File: src/design/spdma_pkg.sv
// Purpose: Shared constants for the serial port DMA channel block
// Assumes: Byte register addresses on a 9-bit register port
// Notes:   Channel index is port*2 + direction (1 = transmit)
package spdma_pkg;
  // ------------------------------------------------------------
  // Sizes
  // ------------------------------------------------------------
  localparam int SPDMA_PORTS   = 4;
  localparam int SPDMA_CHANS   = 8;
  localparam int SPDMA_AW      = 9;

  // ------------------------------------------------------------
  // Register map
  // ------------------------------------------------------------
  localparam logic [4:0] SPDMA_OFF_CMD   = 5'h00;
  localparam logic [4:0] SPDMA_OFF_CNT   = 5'h04;
  localparam logic [4:0] SPDMA_OFF_MPTR  = 5'h08;
  localparam logic [4:0] SPDMA_OFF_CPTR  = 5'h0c;
  localparam logic [4:0] SPDMA_OFF_DCTL  = 5'h10;
  localparam logic [8:0] SPDMA_ADR_GCTL  = 9'h100;
  localparam logic [8:0] SPDMA_ADR_MASK  = 9'h104;
  localparam logic [8:0] SPDMA_ADR_STAT  = 9'h108;

  // ------------------------------------------------------------
  // Command word fields
  // ------------------------------------------------------------
  localparam int SPDMA_CMD_RUN       = 0;
  localparam int SPDMA_CMD_TX        = 1;
  localparam int SPDMA_CMD_CHAIN_CNT = 7;
  localparam int SPDMA_CMD_INT       = 10;
  localparam int SPDMA_CMD_CHAIN_END = 14;

  // ------------------------------------------------------------
  // Control codes and reset values
  // ------------------------------------------------------------
  localparam logic [31:0] SPDMA_CODE_0 = 32'h0000_0000;
  localparam logic [31:0] SPDMA_CODE_1 = 32'h0000_0001;
  localparam logic [31:0] SPDMA_CODE_2 = 32'h0000_0002;
  localparam logic [31:0] SPDMA_RST_WORD = 32'h0000_0000;
  localparam logic [3:0]  SPDMA_RST_MASK = 4'h0;
  localparam logic [15:0] SPDMA_CNT_END  = 16'h0001;
  localparam logic [31:0] SPDMA_MPTR_STEP = 32'h0000_0001;
  localparam logic [1:0]  SPDMA_DESC_LAST = 2'h3;

  typedef enum logic [1:0] {
    SPDMA_IDLE  = 2'b00,
    SPDMA_MEM   = 2'b01,
    SPDMA_DONE  = 2'b11,
    SPDMA_FETCH = 2'b10
  } spdma_state_t;
endpackage

File: src/design/spdma_top.sv
// What this block does
// - Setting bit 0 of a channel command word starts it unless the channel is in reset, and bit 0 reads its run state.
// - Four ports each own an independent receive and transmit channel with its own run bit.
// - A transmit channel set to stop and interrupt halts and interrupts at terminal count.
// - A receive channel halts on end of process before terminal count, and interrupts only if its command word sets bit 10.
// - Command words 2402h and 2400h select stop and interrupt at terminal count.
// - Command word 4810h makes a receive channel stop and chain on end of process.
// - Count word 00FF0027h gives count 39 and 00FF0028h gives count 40, queuing off.
// - Software writes 0Fh to the interrupt mask word before starting transfers.
// - Writing 0 to a per-channel control stops that channel and its run bit reads 0.
// - Writing 1 to a stopped channel's control restarts it and its run bit reads 1.
// - Writing 2 to a per-channel control resets the channel and its run bit reads 0.
// - After a channel reset, writing 0 to the per-channel control leaves the reset state.
// - The global control stops and resets all channels and restarts those a stop paused, reflected in every run bit.
// - After a global reset every channel is stopped with its run bit at 0.
// - Global control codes are 1 stop, 0 restart, 2 reset, and a later 1 leaves reset.
//
// Purpose: Eight-channel DMA between local memory and a quad serial controller
// Assumes: Memory and serial handshakes are synchronous to ref_clk
// Notes:   Status bits are write-one-to-clear; mask bit p gates both channels of port p
//
// The plain strobed port and the address map were decided locally.
`timescale 1ns/1ps
module spdma_top
  import spdma_pkg::*;
#(
  parameter int DW = 8
) (
  input  wire logic                   ref_clk,
  input  wire logic                   sys_rst,
  input  wire logic [SPDMA_AW-1:0]    reg_addr,
  input  wire logic [31:0]            reg_wdata,
  input  wire logic                   reg_wr,
  input  wire logic                   reg_rd,
  output logic [31:0]                 reg_rdata,
  output logic                        irq,
  output logic                        mem_req,
  output logic                        mem_we,
  output logic [31:0]                 mem_addr,
  output logic [31:0]                 mem_wdata,
  input  wire logic                   mem_ack,
  input  wire logic [31:0]            mem_rdata,
  input  wire logic [SPDMA_CHANS-1:0] ser_req,
  input  wire logic [SPDMA_CHANS-1:0] end_of_process,
  input  wire logic [SPDMA_CHANS*DW-1:0] ser_rx_data,
  output logic [SPDMA_CHANS-1:0]      ser_ack,
  output logic [DW-1:0]               ser_tx_data,
  output logic [SPDMA_CHANS-1:0]      run_state
);
  // ------------------------------------------------------------
  // Storage
  // ------------------------------------------------------------
  logic [31:0]            channel_command_word [SPDMA_CHANS];
  logic [31:0]            count_and_queue_word [SPDMA_CHANS];
  logic [31:0]            mem_pointer          [SPDMA_CHANS];
  logic [31:0]            chain_pointer        [SPDMA_CHANS];
  logic [SPDMA_CHANS-1:0] run;
  logic [SPDMA_CHANS-1:0] paused;
  logic [SPDMA_CHANS-1:0] in_rst;
  logic [SPDMA_CHANS-1:0] int_status;
  logic [3:0]             interrupt_mask_word;
  logic [1:0]             global_dma_control;
  spdma_state_t           state;
  spdma_state_t           next_state;
  logic [2:0]             cur;
  logic [1:0]             desc_idx;
  logic [31:0]            next_rdata;

  // ------------------------------------------------------------
  // Register port decode
  // ------------------------------------------------------------
  wire        chan_space = ~reg_addr[8];
  wire [2:0]  reg_chan   = reg_addr[7:5];
  wire [4:0]  reg_off    = reg_addr[4:0];
  wire        gctl_wr    = reg_wr && (reg_addr == SPDMA_ADR_GCTL);
  wire        mask_wr    = reg_wr && (reg_addr == SPDMA_ADR_MASK);
  wire        stat_wr    = reg_wr && (reg_addr == SPDMA_ADR_STAT);
  wire        g_stop     = gctl_wr && (reg_wdata == SPDMA_CODE_1);
  wire        g_restart  = gctl_wr && (reg_wdata == SPDMA_CODE_0);
  wire        g_reset    = gctl_wr && (reg_wdata == SPDMA_CODE_2);

  // ------------------------------------------------------------
  // Engine decisions for the channel in service
  // ------------------------------------------------------------
  wire [31:0] cur_cmd   = channel_command_word[cur];
  wire [15:0] cur_cnt   = count_and_queue_word[cur][15:0];
  wire        cur_tx    = cur_cmd[SPDMA_CMD_TX];
  wire        cur_chain = (chain_pointer[cur] != 32'h0000_0000);
  wire        hit_last  = (cur_cnt == SPDMA_CNT_END);
  wire        hit_end   = !cur_tx && end_of_process[cur];
  wire        chain_cnt = hit_last && cur_cmd[SPDMA_CMD_CHAIN_CNT] && cur_chain;
  wire        chain_end = hit_end && cur_cmd[SPDMA_CMD_CHAIN_END] && cur_chain;
  wire        eng_halt  = (hit_last && !chain_cnt) || hit_end;
  wire        eng_int   = (hit_last || hit_end) && cur_cmd[SPDMA_CMD_INT];
  wire        eng_fetch = chain_cnt || chain_end;
  wire        in_done   = (state == SPDMA_DONE);
  wire        fetch_ack = (state == SPDMA_FETCH) && mem_ack;

  // Channel may be served: running, controller ready, count left
  logic [SPDMA_CHANS-1:0] eligible;
  logic [SPDMA_CHANS-1:0] mask_ch;
  wire                    gnt_valid;
  wire  [2:0]             gnt_idx;
  wire                    take = (state == SPDMA_IDLE) && gnt_valid;

  // ------------------------------------------------------------
  // Per-channel registers and run control
  // ------------------------------------------------------------
  for (genvar g = 0; g < SPDMA_CHANS; g++) begin : g_ch
    wire sel     = chan_space && (reg_chan == 3'(g));
    wire cmd_wr  = reg_wr && sel && (reg_off == SPDMA_OFF_CMD);
    wire cnt_wr  = reg_wr && sel && (reg_off == SPDMA_OFF_CNT);
    wire mptr_wr = reg_wr && sel && (reg_off == SPDMA_OFF_MPTR);
    wire cptr_wr = reg_wr && sel && (reg_off == SPDMA_OFF_CPTR);
    wire dctl_wr = reg_wr && sel && (reg_off == SPDMA_OFF_DCTL);
    wire mine    = (cur == 3'(g));
    wire upd     = in_done && mine;
    wire ld      = fetch_ack && mine;
    wire d_zero  = dctl_wr && (reg_wdata == SPDMA_CODE_0);
    wire d_one   = dctl_wr && (reg_wdata == SPDMA_CODE_1);
    wire d_two   = dctl_wr && (reg_wdata == SPDMA_CODE_2);
    wire do_rst  = d_two || g_reset;
    wire do_stop = !in_rst[g] && (d_zero || g_stop);
    wire leave   = in_rst[g] && (d_zero || g_stop);
    wire do_rest = paused[g] && (d_one || g_restart);

    assign eligible[g] = run[g] && ser_req[g] && !in_rst[g] &&
                         (count_and_queue_word[g][15:0] != 16'h0000);
    assign mask_ch[g]  = interrupt_mask_word[g / 2];

    always_ff @(posedge ref_clk) begin
      if (sys_rst) begin
        channel_command_word[g] <= SPDMA_RST_WORD;
      end else if (cmd_wr) begin
        channel_command_word[g] <= reg_wdata;
      end else if (ld && desc_idx == 2'h0) begin
        channel_command_word[g] <= mem_rdata;
      end
    end

    always_ff @(posedge ref_clk) begin
      if (sys_rst) begin
        count_and_queue_word[g] <= SPDMA_RST_WORD;
      end else if (cnt_wr) begin
        count_and_queue_word[g] <= reg_wdata;
      end else if (ld && desc_idx == 2'h1) begin
        count_and_queue_word[g] <= mem_rdata;
      end else if (upd) begin
        count_and_queue_word[g][15:0] <= cur_cnt - 16'h0001;
      end
    end

    always_ff @(posedge ref_clk) begin
      if (sys_rst) begin
        mem_pointer[g] <= SPDMA_RST_WORD;
      end else if (mptr_wr) begin
        mem_pointer[g] <= reg_wdata;
      end else if (ld && desc_idx == 2'h2) begin
        mem_pointer[g] <= mem_rdata;
      end else if (upd) begin
        mem_pointer[g] <= mem_pointer[g] + SPDMA_MPTR_STEP;
      end
    end

    always_ff @(posedge ref_clk) begin
      if (sys_rst) begin
        chain_pointer[g] <= SPDMA_RST_WORD;
      end else if (cptr_wr) begin
        chain_pointer[g] <= reg_wdata;
      end else if (ld && desc_idx == SPDMA_DESC_LAST) begin
        chain_pointer[g] <= mem_rdata;
      end
    end

    // Reset beats stop beats restart; a software start beats an engine halt
    always_ff @(posedge ref_clk) begin
      if (sys_rst || do_rst) begin
        run[g]    <= 1'b0;
        paused[g] <= 1'b0;
      end else if (do_stop) begin
        paused[g] <= run[g] || paused[g];
        run[g]    <= 1'b0;
      end else if (do_rest) begin
        run[g]    <= 1'b1;
        paused[g] <= 1'b0;
      end else if (cmd_wr && !in_rst[g]) begin
        run[g]    <= reg_wdata[SPDMA_CMD_RUN];
        paused[g] <= 1'b0;
      end else if (upd && eng_halt) begin
        run[g]    <= 1'b0;
      end
    end

    always_ff @(posedge ref_clk) begin
      if (sys_rst) begin
        in_rst[g] <= 1'b0;
      end else if (do_rst) begin
        in_rst[g] <= 1'b1;
      end else if (leave) begin
        in_rst[g] <= 1'b0;
      end
    end

    // New event wins over a same-cycle clear
    always_ff @(posedge ref_clk) begin
      if (sys_rst) begin
        int_status[g] <= 1'b0;
      end else if (upd && eng_int) begin
        int_status[g] <= 1'b1;
      end else if (stat_wr && reg_wdata[g]) begin
        int_status[g] <= 1'b0;
      end
    end
  end

  // ------------------------------------------------------------
  // Global registers and interrupt
  // ------------------------------------------------------------
  always_ff @(posedge ref_clk) begin
    if (sys_rst) begin
      interrupt_mask_word <= SPDMA_RST_MASK;
      global_dma_control  <= 2'h0;
    end else begin
      if (mask_wr) begin
        interrupt_mask_word <= reg_wdata[3:0];
      end
      if (gctl_wr) begin
        global_dma_control <= reg_wdata[1:0];
      end
    end
  end

  assign irq       = |(int_status & mask_ch);
  assign run_state = run;

  // ------------------------------------------------------------
  // Read data, one cycle after the strobe
  // ------------------------------------------------------------
  always_comb begin
    next_rdata = 32'h0000_0000;
    if (reg_addr == SPDMA_ADR_GCTL) begin
      next_rdata = {30'h0, global_dma_control};
    end else if (reg_addr == SPDMA_ADR_MASK) begin
      next_rdata = {28'h0, interrupt_mask_word};
    end else if (reg_addr == SPDMA_ADR_STAT) begin
      next_rdata = {24'h0, int_status};
    end else if (chan_space && reg_off == SPDMA_OFF_CMD) begin
      next_rdata = {channel_command_word[reg_chan][31:1], run[reg_chan]};
    end else if (chan_space && reg_off == SPDMA_OFF_CNT) begin
      next_rdata = count_and_queue_word[reg_chan];
    end else if (chan_space && reg_off == SPDMA_OFF_MPTR) begin
      next_rdata = mem_pointer[reg_chan];
    end else if (chan_space && reg_off == SPDMA_OFF_CPTR) begin
      next_rdata = chain_pointer[reg_chan];
    end else if (chan_space && reg_off == SPDMA_OFF_DCTL) begin
      next_rdata = {29'h0, in_rst[reg_chan], paused[reg_chan], run[reg_chan]};
    end
  end

  always_ff @(posedge ref_clk) begin
    if (sys_rst || !reg_rd) begin
      reg_rdata <= 32'h0000_0000;
    end else begin
      reg_rdata <= next_rdata;
    end
  end

  // ------------------------------------------------------------
  // Transfer engine
  // ------------------------------------------------------------
  spdma_arb #(
    .N  (SPDMA_CHANS),
    .IW (3)
  ) u_arb (
    .ref_clk   (ref_clk),
    .sys_rst   (sys_rst),
    .req       (eligible),
    .advance   (take),
    .gnt_valid (gnt_valid),
    .gnt_idx   (gnt_idx)
  );

  always_comb begin
    next_state = state;
    case (state)
      SPDMA_IDLE: begin
        if (gnt_valid) begin
          next_state = SPDMA_MEM;
        end
      end
      SPDMA_MEM: begin
        if (mem_ack) begin
          next_state = SPDMA_DONE;
        end
      end
      SPDMA_DONE: begin
        next_state = eng_fetch ? SPDMA_FETCH : SPDMA_IDLE;
      end
      SPDMA_FETCH: begin
        if (mem_ack && desc_idx == SPDMA_DESC_LAST) begin
          next_state = SPDMA_IDLE;
        end
      end
      default: begin
        next_state = SPDMA_IDLE;
      end
    endcase
  end

  assign mem_req = (state == SPDMA_MEM) || (state == SPDMA_FETCH);
  assign mem_we  = (state == SPDMA_MEM) && !cur_tx;
  assign ser_ack = in_done ? (SPDMA_CHANS'(1) << cur) : '0;

  // Descriptor words sit at consecutive words from the chain pointer
  always_ff @(posedge ref_clk) begin
    if (sys_rst) begin
      state       <= SPDMA_IDLE;
      cur         <= 3'h0;
      desc_idx    <= 2'h0;
      mem_addr    <= 32'h0000_0000;
      mem_wdata   <= 32'h0000_0000;
      ser_tx_data <= '0;
    end else begin
      state <= next_state;
      if (take) begin
        cur       <= gnt_idx;
        mem_addr  <= mem_pointer[gnt_idx];
        mem_wdata <= 32'(ser_rx_data[gnt_idx*DW +: DW]);
      end
      if (state == SPDMA_MEM && mem_ack && cur_tx) begin
        ser_tx_data <= mem_rdata[DW-1:0];
      end
      if (in_done && eng_fetch) begin
        desc_idx <= 2'h0;
        mem_addr <= chain_pointer[cur];
      end else if (fetch_ack) begin
        desc_idx <= desc_idx + 2'h1;
        mem_addr <= mem_addr + 32'h0000_0004;
      end
    end
  end
endmodule

File: src/design/spdma_arb.sv
// Purpose: Round-robin arbiter over channel service requests
// Assumes: advance pulses once per accepted grant
// Notes:   Search starts after the last granted index
`timescale 1ns/1ps
module spdma_arb #(
  parameter int N  = 8,
  parameter int IW = 3
) (
  input  wire logic          ref_clk,
  input  wire logic          sys_rst,
  input  wire logic [N-1:0]  req,
  input  wire logic          advance,
  output logic               gnt_valid,
  output logic [IW-1:0]      gnt_idx
);
  logic [IW-1:0] last;
  logic [IW-1:0] cand;

  always_comb begin
    gnt_valid = 1'b0;
    gnt_idx   = '0;
    cand      = '0;
    for (int i = 1; i <= N; i++) begin
      cand = IW'((int'(last) + i) % N);
      if (!gnt_valid && req[cand]) begin
        gnt_valid = 1'b1;
        gnt_idx   = cand;
      end
    end
  end

  always_ff @(posedge ref_clk) begin
    if (sys_rst) begin
      last <= IW'(N - 1);
    end else if (advance) begin
      last <= gnt_idx;
    end
  end
endmodule

File: config.mk
export PLATFORM = sky130hd
export DESIGN_NAME = spdma_top
export DESIGN_NICKNAME = d
export VERILOG_FILES = /design/src/design/spdma_pkg.sv /design/src/design/spdma_top.sv /design/src/design/spdma_arb.sv
export SDC_FILE = /design/constraint.sdc
export NUM_CORES = 2
export LEC_CHECK = 0
export BUFFER_PORTS_ARGS = -buffer_cell sky130_fd_sc_hd__buf_2
export CORE_UTILIZATION = 41
export DETAILED_ROUTE_END_ITERATION = 12
export PLACE_DENSITY = 0.55
export RECOVER_POWER = 100
export SYNTH_ARGS = -nofsm -noshare
export SYNTH_HDL_FRONTEND = slang
export SYNTH_SLANG_ARGS = --single-unit
File: constraint.sdc
create_clock -name ref_clk -period 5.1 [get_ports ref_clk]
set_clock_uncertainty 0.1 [all_clocks]
set_input_delay 0.765 -clock ref_clk [delete_from_list [all_inputs] [get_ports ref_clk]]
set_output_delay 0.765 -clock ref_clk [all_outputs]
set_load 0.02 [all_outputs]
==> impl_summary.md <==
Yosys
Yosys attributes the largest share of cell area to sky130_fd_sc_hd__edfxtp_1 43%, sky130_fd_sc_hd__mux4_2 12%, sky130_fd_sc_hd__a22o_1 7.6%, sky130_fd_sc_hd__mux2i_1 5.0%, sky130_fd_sc_hd__dfxtp_1 3.7%. After synthesis, the largest family of logic cells by area is compound AO/OA/AOI/OAI gates. Synthesis produced a netlist whose cell count is between 6,000 and 7,000. The sequential element share of the synthesized area is between 40% and 50%. In the synthesized netlist, the cells that appear most often are 1,016 x sky130_fd_sc_hd__edfxtp_1, 617 x sky130_fd_sc_hd__a22o_1, 584 x sky130_fd_sc_hd__clkbuf_1, 375 x sky130_fd_sc_hd__mux4_2, 354 x sky130_fd_sc_hd__mux2i_1.

The cell area that synthesis handed to floorplanning was around 71,000 um2. The portion of synthesized area spent on multiplexers is 17.5%. The post-synthesis compound-gate area fraction is roughly a fifth. The count of flip-flops with a built-in enable after synthesis is 1,016. The post-synthesis register bit count is ~1,100. The average size of a mapped cell is around 12 um2.

The number of warnings reported in the yosys synthesis log is 0. Summed over its instances, the top area cell type makes up a little over two fifths of the synthesized netlist area. After Yosys synthesis, full adders, half adders and majority gates account for 0.369% of the synthesized area. The share of async-settable or async-resettable flops after synthesis is 0%. The post-synthesis share of cell area spent on and, or, nand and nor gates is 8.55%. The cell accounting for the most synthesized area is sky130_fd_sc_hd__edfxtp_1. The most repeated cell in the gate-level netlist after synthesis is sky130_fd_sc_hd__edfxtp_1. The number of unique standard cell types used by synthesis is 84. The xor-xnor portion of the synthesized cell area is 3.19%. The most used flip-flop cell after synthesis is sky130_fd_sc_hd__edfxtp_1.

Worst hold path
The number of instances on the worst hold path is 3. The worst min-delay path startpoint is reg_wdata[0]. The worst hold path terminates at global_dma_control[0].

The path class of the tightest hold or removal check is input port to flop.

GRT
The via count of the first global-routing pass is 56,700. The maximum number of pins on one net before global-route repair is 72. In the global route stage, overall resource usage came out at 35.6%.

The global-route wire length before repair is 444,000 um. The initial antenna violation count is 16. Global routing finished with a remaining overflow of 0.

Critical path
The element type at the critical path end is a flop. STA classifies the critical path startpoint as a flop. Among all stages on the critical path, the largest delay is contributed by sky130_fd_sc_hd__mux2i_1. Data arrives at the worst endpoint at 5.79 ns. The worst flop-to-flop path endpoint is mem_addr[25].

Traced cell by cell, the critical path runs through mux4_2 > mux2i_1 > nand2_1 > or2_2 > a21oi_2 > buf_12 > nor2_1 > o21ai_0 > a21oi_1 > a2111oi_0 > buf_4 > o221a_1. The category of the most critical setup path is flop to flop. Across all register-to-register paths, the minimum setup slack is -0.02 ns. Counting cells, the worst reg-to-reg path comes to 12. The cell class contributing the biggest share of worst-path delay is multiplexers. On the worst path, the slowest cell contributes a delay of just over 0.8 ns. The endpoint required time on the critical path is roughly 5.8 ns. The total buffers and inverters traversed by the critical path is 2. The maximum fanout along the worst path is 29.

Place
The congestion estimate from routability-driven global placement came to ~0.97. The count of buffers from port buffering is 256. The final HPWL from detailed placement is 210,000 um.

STA
The worst hold slack is between 0.2 and 0.25 ns. The setup slack of the critical path after layout is -0.0217 ns. The max-slew violation count is 1,157. Setup violations remaining at the end of the flow were counted as 1.

Setup repair after global routing left no endpoint under its margin. The maximum clock frequency is between 150 and 200 MHz. The minimum period implied by the final worst setup slack is 5.12 ns. The worst pin sits at a relative slew slack of -107%. The final number of hold-violating endpoints is 0. The worst path uses 100% of the clock period.

For the pin with the worst max-slew slack, the measured transition is 3.10 ns.

Clock network
TritonCTS built the clock tree. Counting the buffers created by CTS gives 136. For this design, the sink count on the clock tree is 1,147.

The number of gates resized after cts is 0. The deepest level of the CTS H-tree is 4. The tree is rooted in a sky130_fd_sc_hd__clkbuf_16.

After clock tree synthesis, the clock-pin slew on the worst setup and hold paths is 0.06 ns. The longest clock path from root to sink contains 3 buffers. At the later pin of the worst-skew pair, clock insertion delay measures 0.82 ns.

Route
In the final routed layout, each cell accounts on average for 37.4 um. The total vias in the final route is between 60,000 and 70,000. For this run, design rule violations remaining after detail routing come to 0. In this run the remaining antenna-violating nets after routing total 0.

The first routing iteration left between 9,000 and 10,000 violations. The number of vias per cell is 7.08. The count of TritonRoute iterations in the first routing pass is 6. The final wirelength is 319,000 um.

Power
The completed layout was analyzed and its total power is 30.1 mW. The cell internal power dissipation is 19.7 mW. Dividing total power by cell area gives a power density of about 380 nW/um2. The part of the power in registers is 38.0%. The analysis attributes to net switching a power of between 10 and 15 mW.

The switching share of power is 34.6%. The clock power share is between 30% and 40%. The fraction of power consumed by combinational cells is 28.9%. The static leakage is 26.9 nW. The worst supply voltage drop on vdd is 0.000393 V.

Status
The flow ran to the end, but the final reports show violations. The final reports fail on capacitance limit, slew limit, setup timing.

Die
The area of the die is approximately 180,000 um2. The floorplan has 152 rows. The width of the die is 419 um. Once the floorplan was initialized, standard cells occupied 41.4% of the core. The floorplan core area is approximately 170,000 um2. The die is 419 um tall. During I/O placement, the number of pins put on the boundary was 281.

Final layout
After the last flow step, the layout net total stands at 6,280. The share of layout cells above drive strength 1 is 18.6%. The synthesis-to-finish area growth is 12.0%.

Job
Across the run, the number of max-cap violations was 43.
-- metal layers --
metal	wire length (um)	global-route usage [%]
met1	120000	47.2
met2	140000	53.6
met3	39400	9.21
met4	19100	18.3
met5	26	0
-- flip-flops by register name (all words and copies together) (netlist names), 3 cells and up, named ones only --
| name | count |
|---|---|
| int_status | 8 |
| u_arb.last | 3 |
| in_rst | 8 |
| reg_rdata | 32 |
| interrupt_mask_word | 4 |
| cur | 3 |
| channel_command_word | 248 |
| ser_tx_data | 8 |
| mem_pointer | 256 |
| chain_pointer | 256 |
| mem_addr | 32 |
| paused | 8 |
| count_and_queue_word | 256 |
| mem_wdata | 8 |
| run_state | 8 |
-- through the flow --
| stage | setup slack, ns | instances | TNS [ns] | instance area, um2 | utilization (%) |
|---|---|---|---|---|---|
| after floorplan | 0.528 | 6113 | 0 | 71300 | - |
| after global placement | 0.246 | 8273 | 0 | 76000 | 44.2 |
| after detailed placement | 0.212 | 8273 | 0 | 76000 | 44.2 |
| after CTS | 0.208 | 8522 | 0 | 80400 | 46.7 |
| after global routing | 0.0148 | 8526 | 0 | 79700 | 46.3 |
| final | -0.0217 | 8531 | -0.0217 | 79800 | 46.3 |
-- how the worst max path moves through the flow --
| stage | startpoint | end | cells past startpoint |
|---|---|---|---|
| 2_1_floorplan | flop | mem_addr[11] | 17 |
| 3_3_place_gp | flop | mem_addr[25] | 12 |
| 3_5_place_dp | flop | mem_addr[25] | 12 |
| 4_1_cts | flop | mem_addr[25] | 12 |
| 5_1_grt | count_and_queue_word[3][1] | mem_addr[23] | 14 |
| 6_report | flop | mem_addr[25] | 12 |
-- power by group through the flow --
stage | Combinational [mW] | Clock (mW) | Sequential (mW)
6_report | 8.69 | 9.99 | 11.4
5_1_grt | 8.98 | 10.3 | 11.5
4_1_cts | 8.60 | 10.0 | 11.4
3_5_place_dp | 8.57 | 0 | 11.6
3_3_place_gp | 8.53 | 0 | 11.6
2_1_floorplan | 5.20 | 0 | 11.4
-- worst register-to-register path, stage by stage, from the launching register on --
cell                        delay [ns]
sky130_fd_sc_hd__dfxtp_4          0.71
sky130_fd_sc_hd__mux4_2           0.64
sky130_fd_sc_hd__mux2i_1          0.82
sky130_fd_sc_hd__nand2_1          0.47
sky130_fd_sc_hd__or2_2            0.45
sky130_fd_sc_hd__a21oi_2          0.36
sky130_fd_sc_hd__buf_12           0.24
sky130_fd_sc_hd__nor2_1           0.14
sky130_fd_sc_hd__o21ai_0          0.14
sky130_fd_sc_hd__a21oi_1          0.09
sky130_fd_sc_hd__a2111oi_0        0.56
sky130_fd_sc_hd__buf_4            0.21
sky130_fd_sc_hd__o221a_1          0.15
-- layout by cell type, fill, tap and decap left out, types with 19 or more instances in the layout --
cell type	Yosys	layout
sky130_fd_sc_hd__mux4_2	375	375
sky130_fd_sc_hd__a21oi_1	234	234
sky130_fd_sc_hd__buf_12	3	22
sky130_fd_sc_hd__clkbuf_16	0	139
sky130_fd_sc_hd__o21ai_0	282	282
sky130_fd_sc_hd__nand4_1	59	59
sky130_fd_sc_hd__nand3_1	220	220
sky130_fd_sc_hd__nor2_1	324	287
sky130_fd_sc_hd__xor2_1	154	154
sky130_fd_sc_hd__clkbuf_2	6	37
sky130_fd_sc_hd__mux2_2	42	37
sky130_fd_sc_hd__a22oi_1	222	222
sky130_fd_sc_hd__conb_1	1	24
sky130_fd_sc_hd__inv_1	53	53
sky130_fd_sc_hd__nor3b_1	19	19
sky130_fd_sc_hd__dfxtp_1	131	128
sky130_fd_sc_hd__ha_1	21	21
sky130_fd_sc_hd__a211o_1	25	25
sky130_fd_sc_hd__nor4_1	51	51
sky130_fd_sc_hd__a211oi_1	114	96
sky130_fd_sc_hd__xnor2_1	105	105
sky130_fd_sc_hd__buf_4	31	218
sky130_fd_sc_hd__buf_2	30	152
sky130_fd_sc_hd__a22o_1	617	617
sky130_fd_sc_hd__a221oi_1	143	146
sky130_fd_sc_hd__nor2_4	0	24
sky130_fd_sc_hd__and4_1	22	22
sky130_fd_sc_hd__clkbuf_1	584	195
sky130_fd_sc_hd__and2_1	42	32
sky130_fd_sc_hd__edfxtp_1	1016	1016
sky130_fd_sc_hd__o22ai_1	59	59
sky130_fd_sc_hd__nand2_1	286	277
sky130_fd_sc_hd__mux2i_1	354	354
sky130_fd_sc_hd__nor3_1	47	46
sky130_fd_sc_hd__clkinv_1	1	28
sky130_fd_sc_hd__and3_1	83	83
-- cell type report --
| type | instances | area [um2] |
|---|---|---|
| Antenna cell | 9 | 22.5 |
| Clock inverter | 68 | 684 |
| Fill cell | 15600 | 92400 |
| Clock buffer | 181 | 3740 |
| Tap cell | 2310 | 2890 |
| Sequential cell | 1147 | 33100 |
| Multi-Input combinational cell | 4166 | 35400 |
| Inverter | 54 | 203 |
| Timing Repair Buffer | 596 | 3690 |
-- logic make-up after synthesis --
kind of cell | Yosys count
xor+xnor | 259
fa+ha+maj | 21
compound gates | 1844
other cells | 1
flops | 1147
mux | 772
buf+inv | 800
simple gates | 1246
-- timing repair --
| action | CTS | global route |
|---|---|---|
| buffers inserted | 0 | 0 |
| endpoints found under the setup margin | 0 | 11 |
| hold buffers | 0 | 0 |
Note: power is estimated with default switching activity, not from simulation.
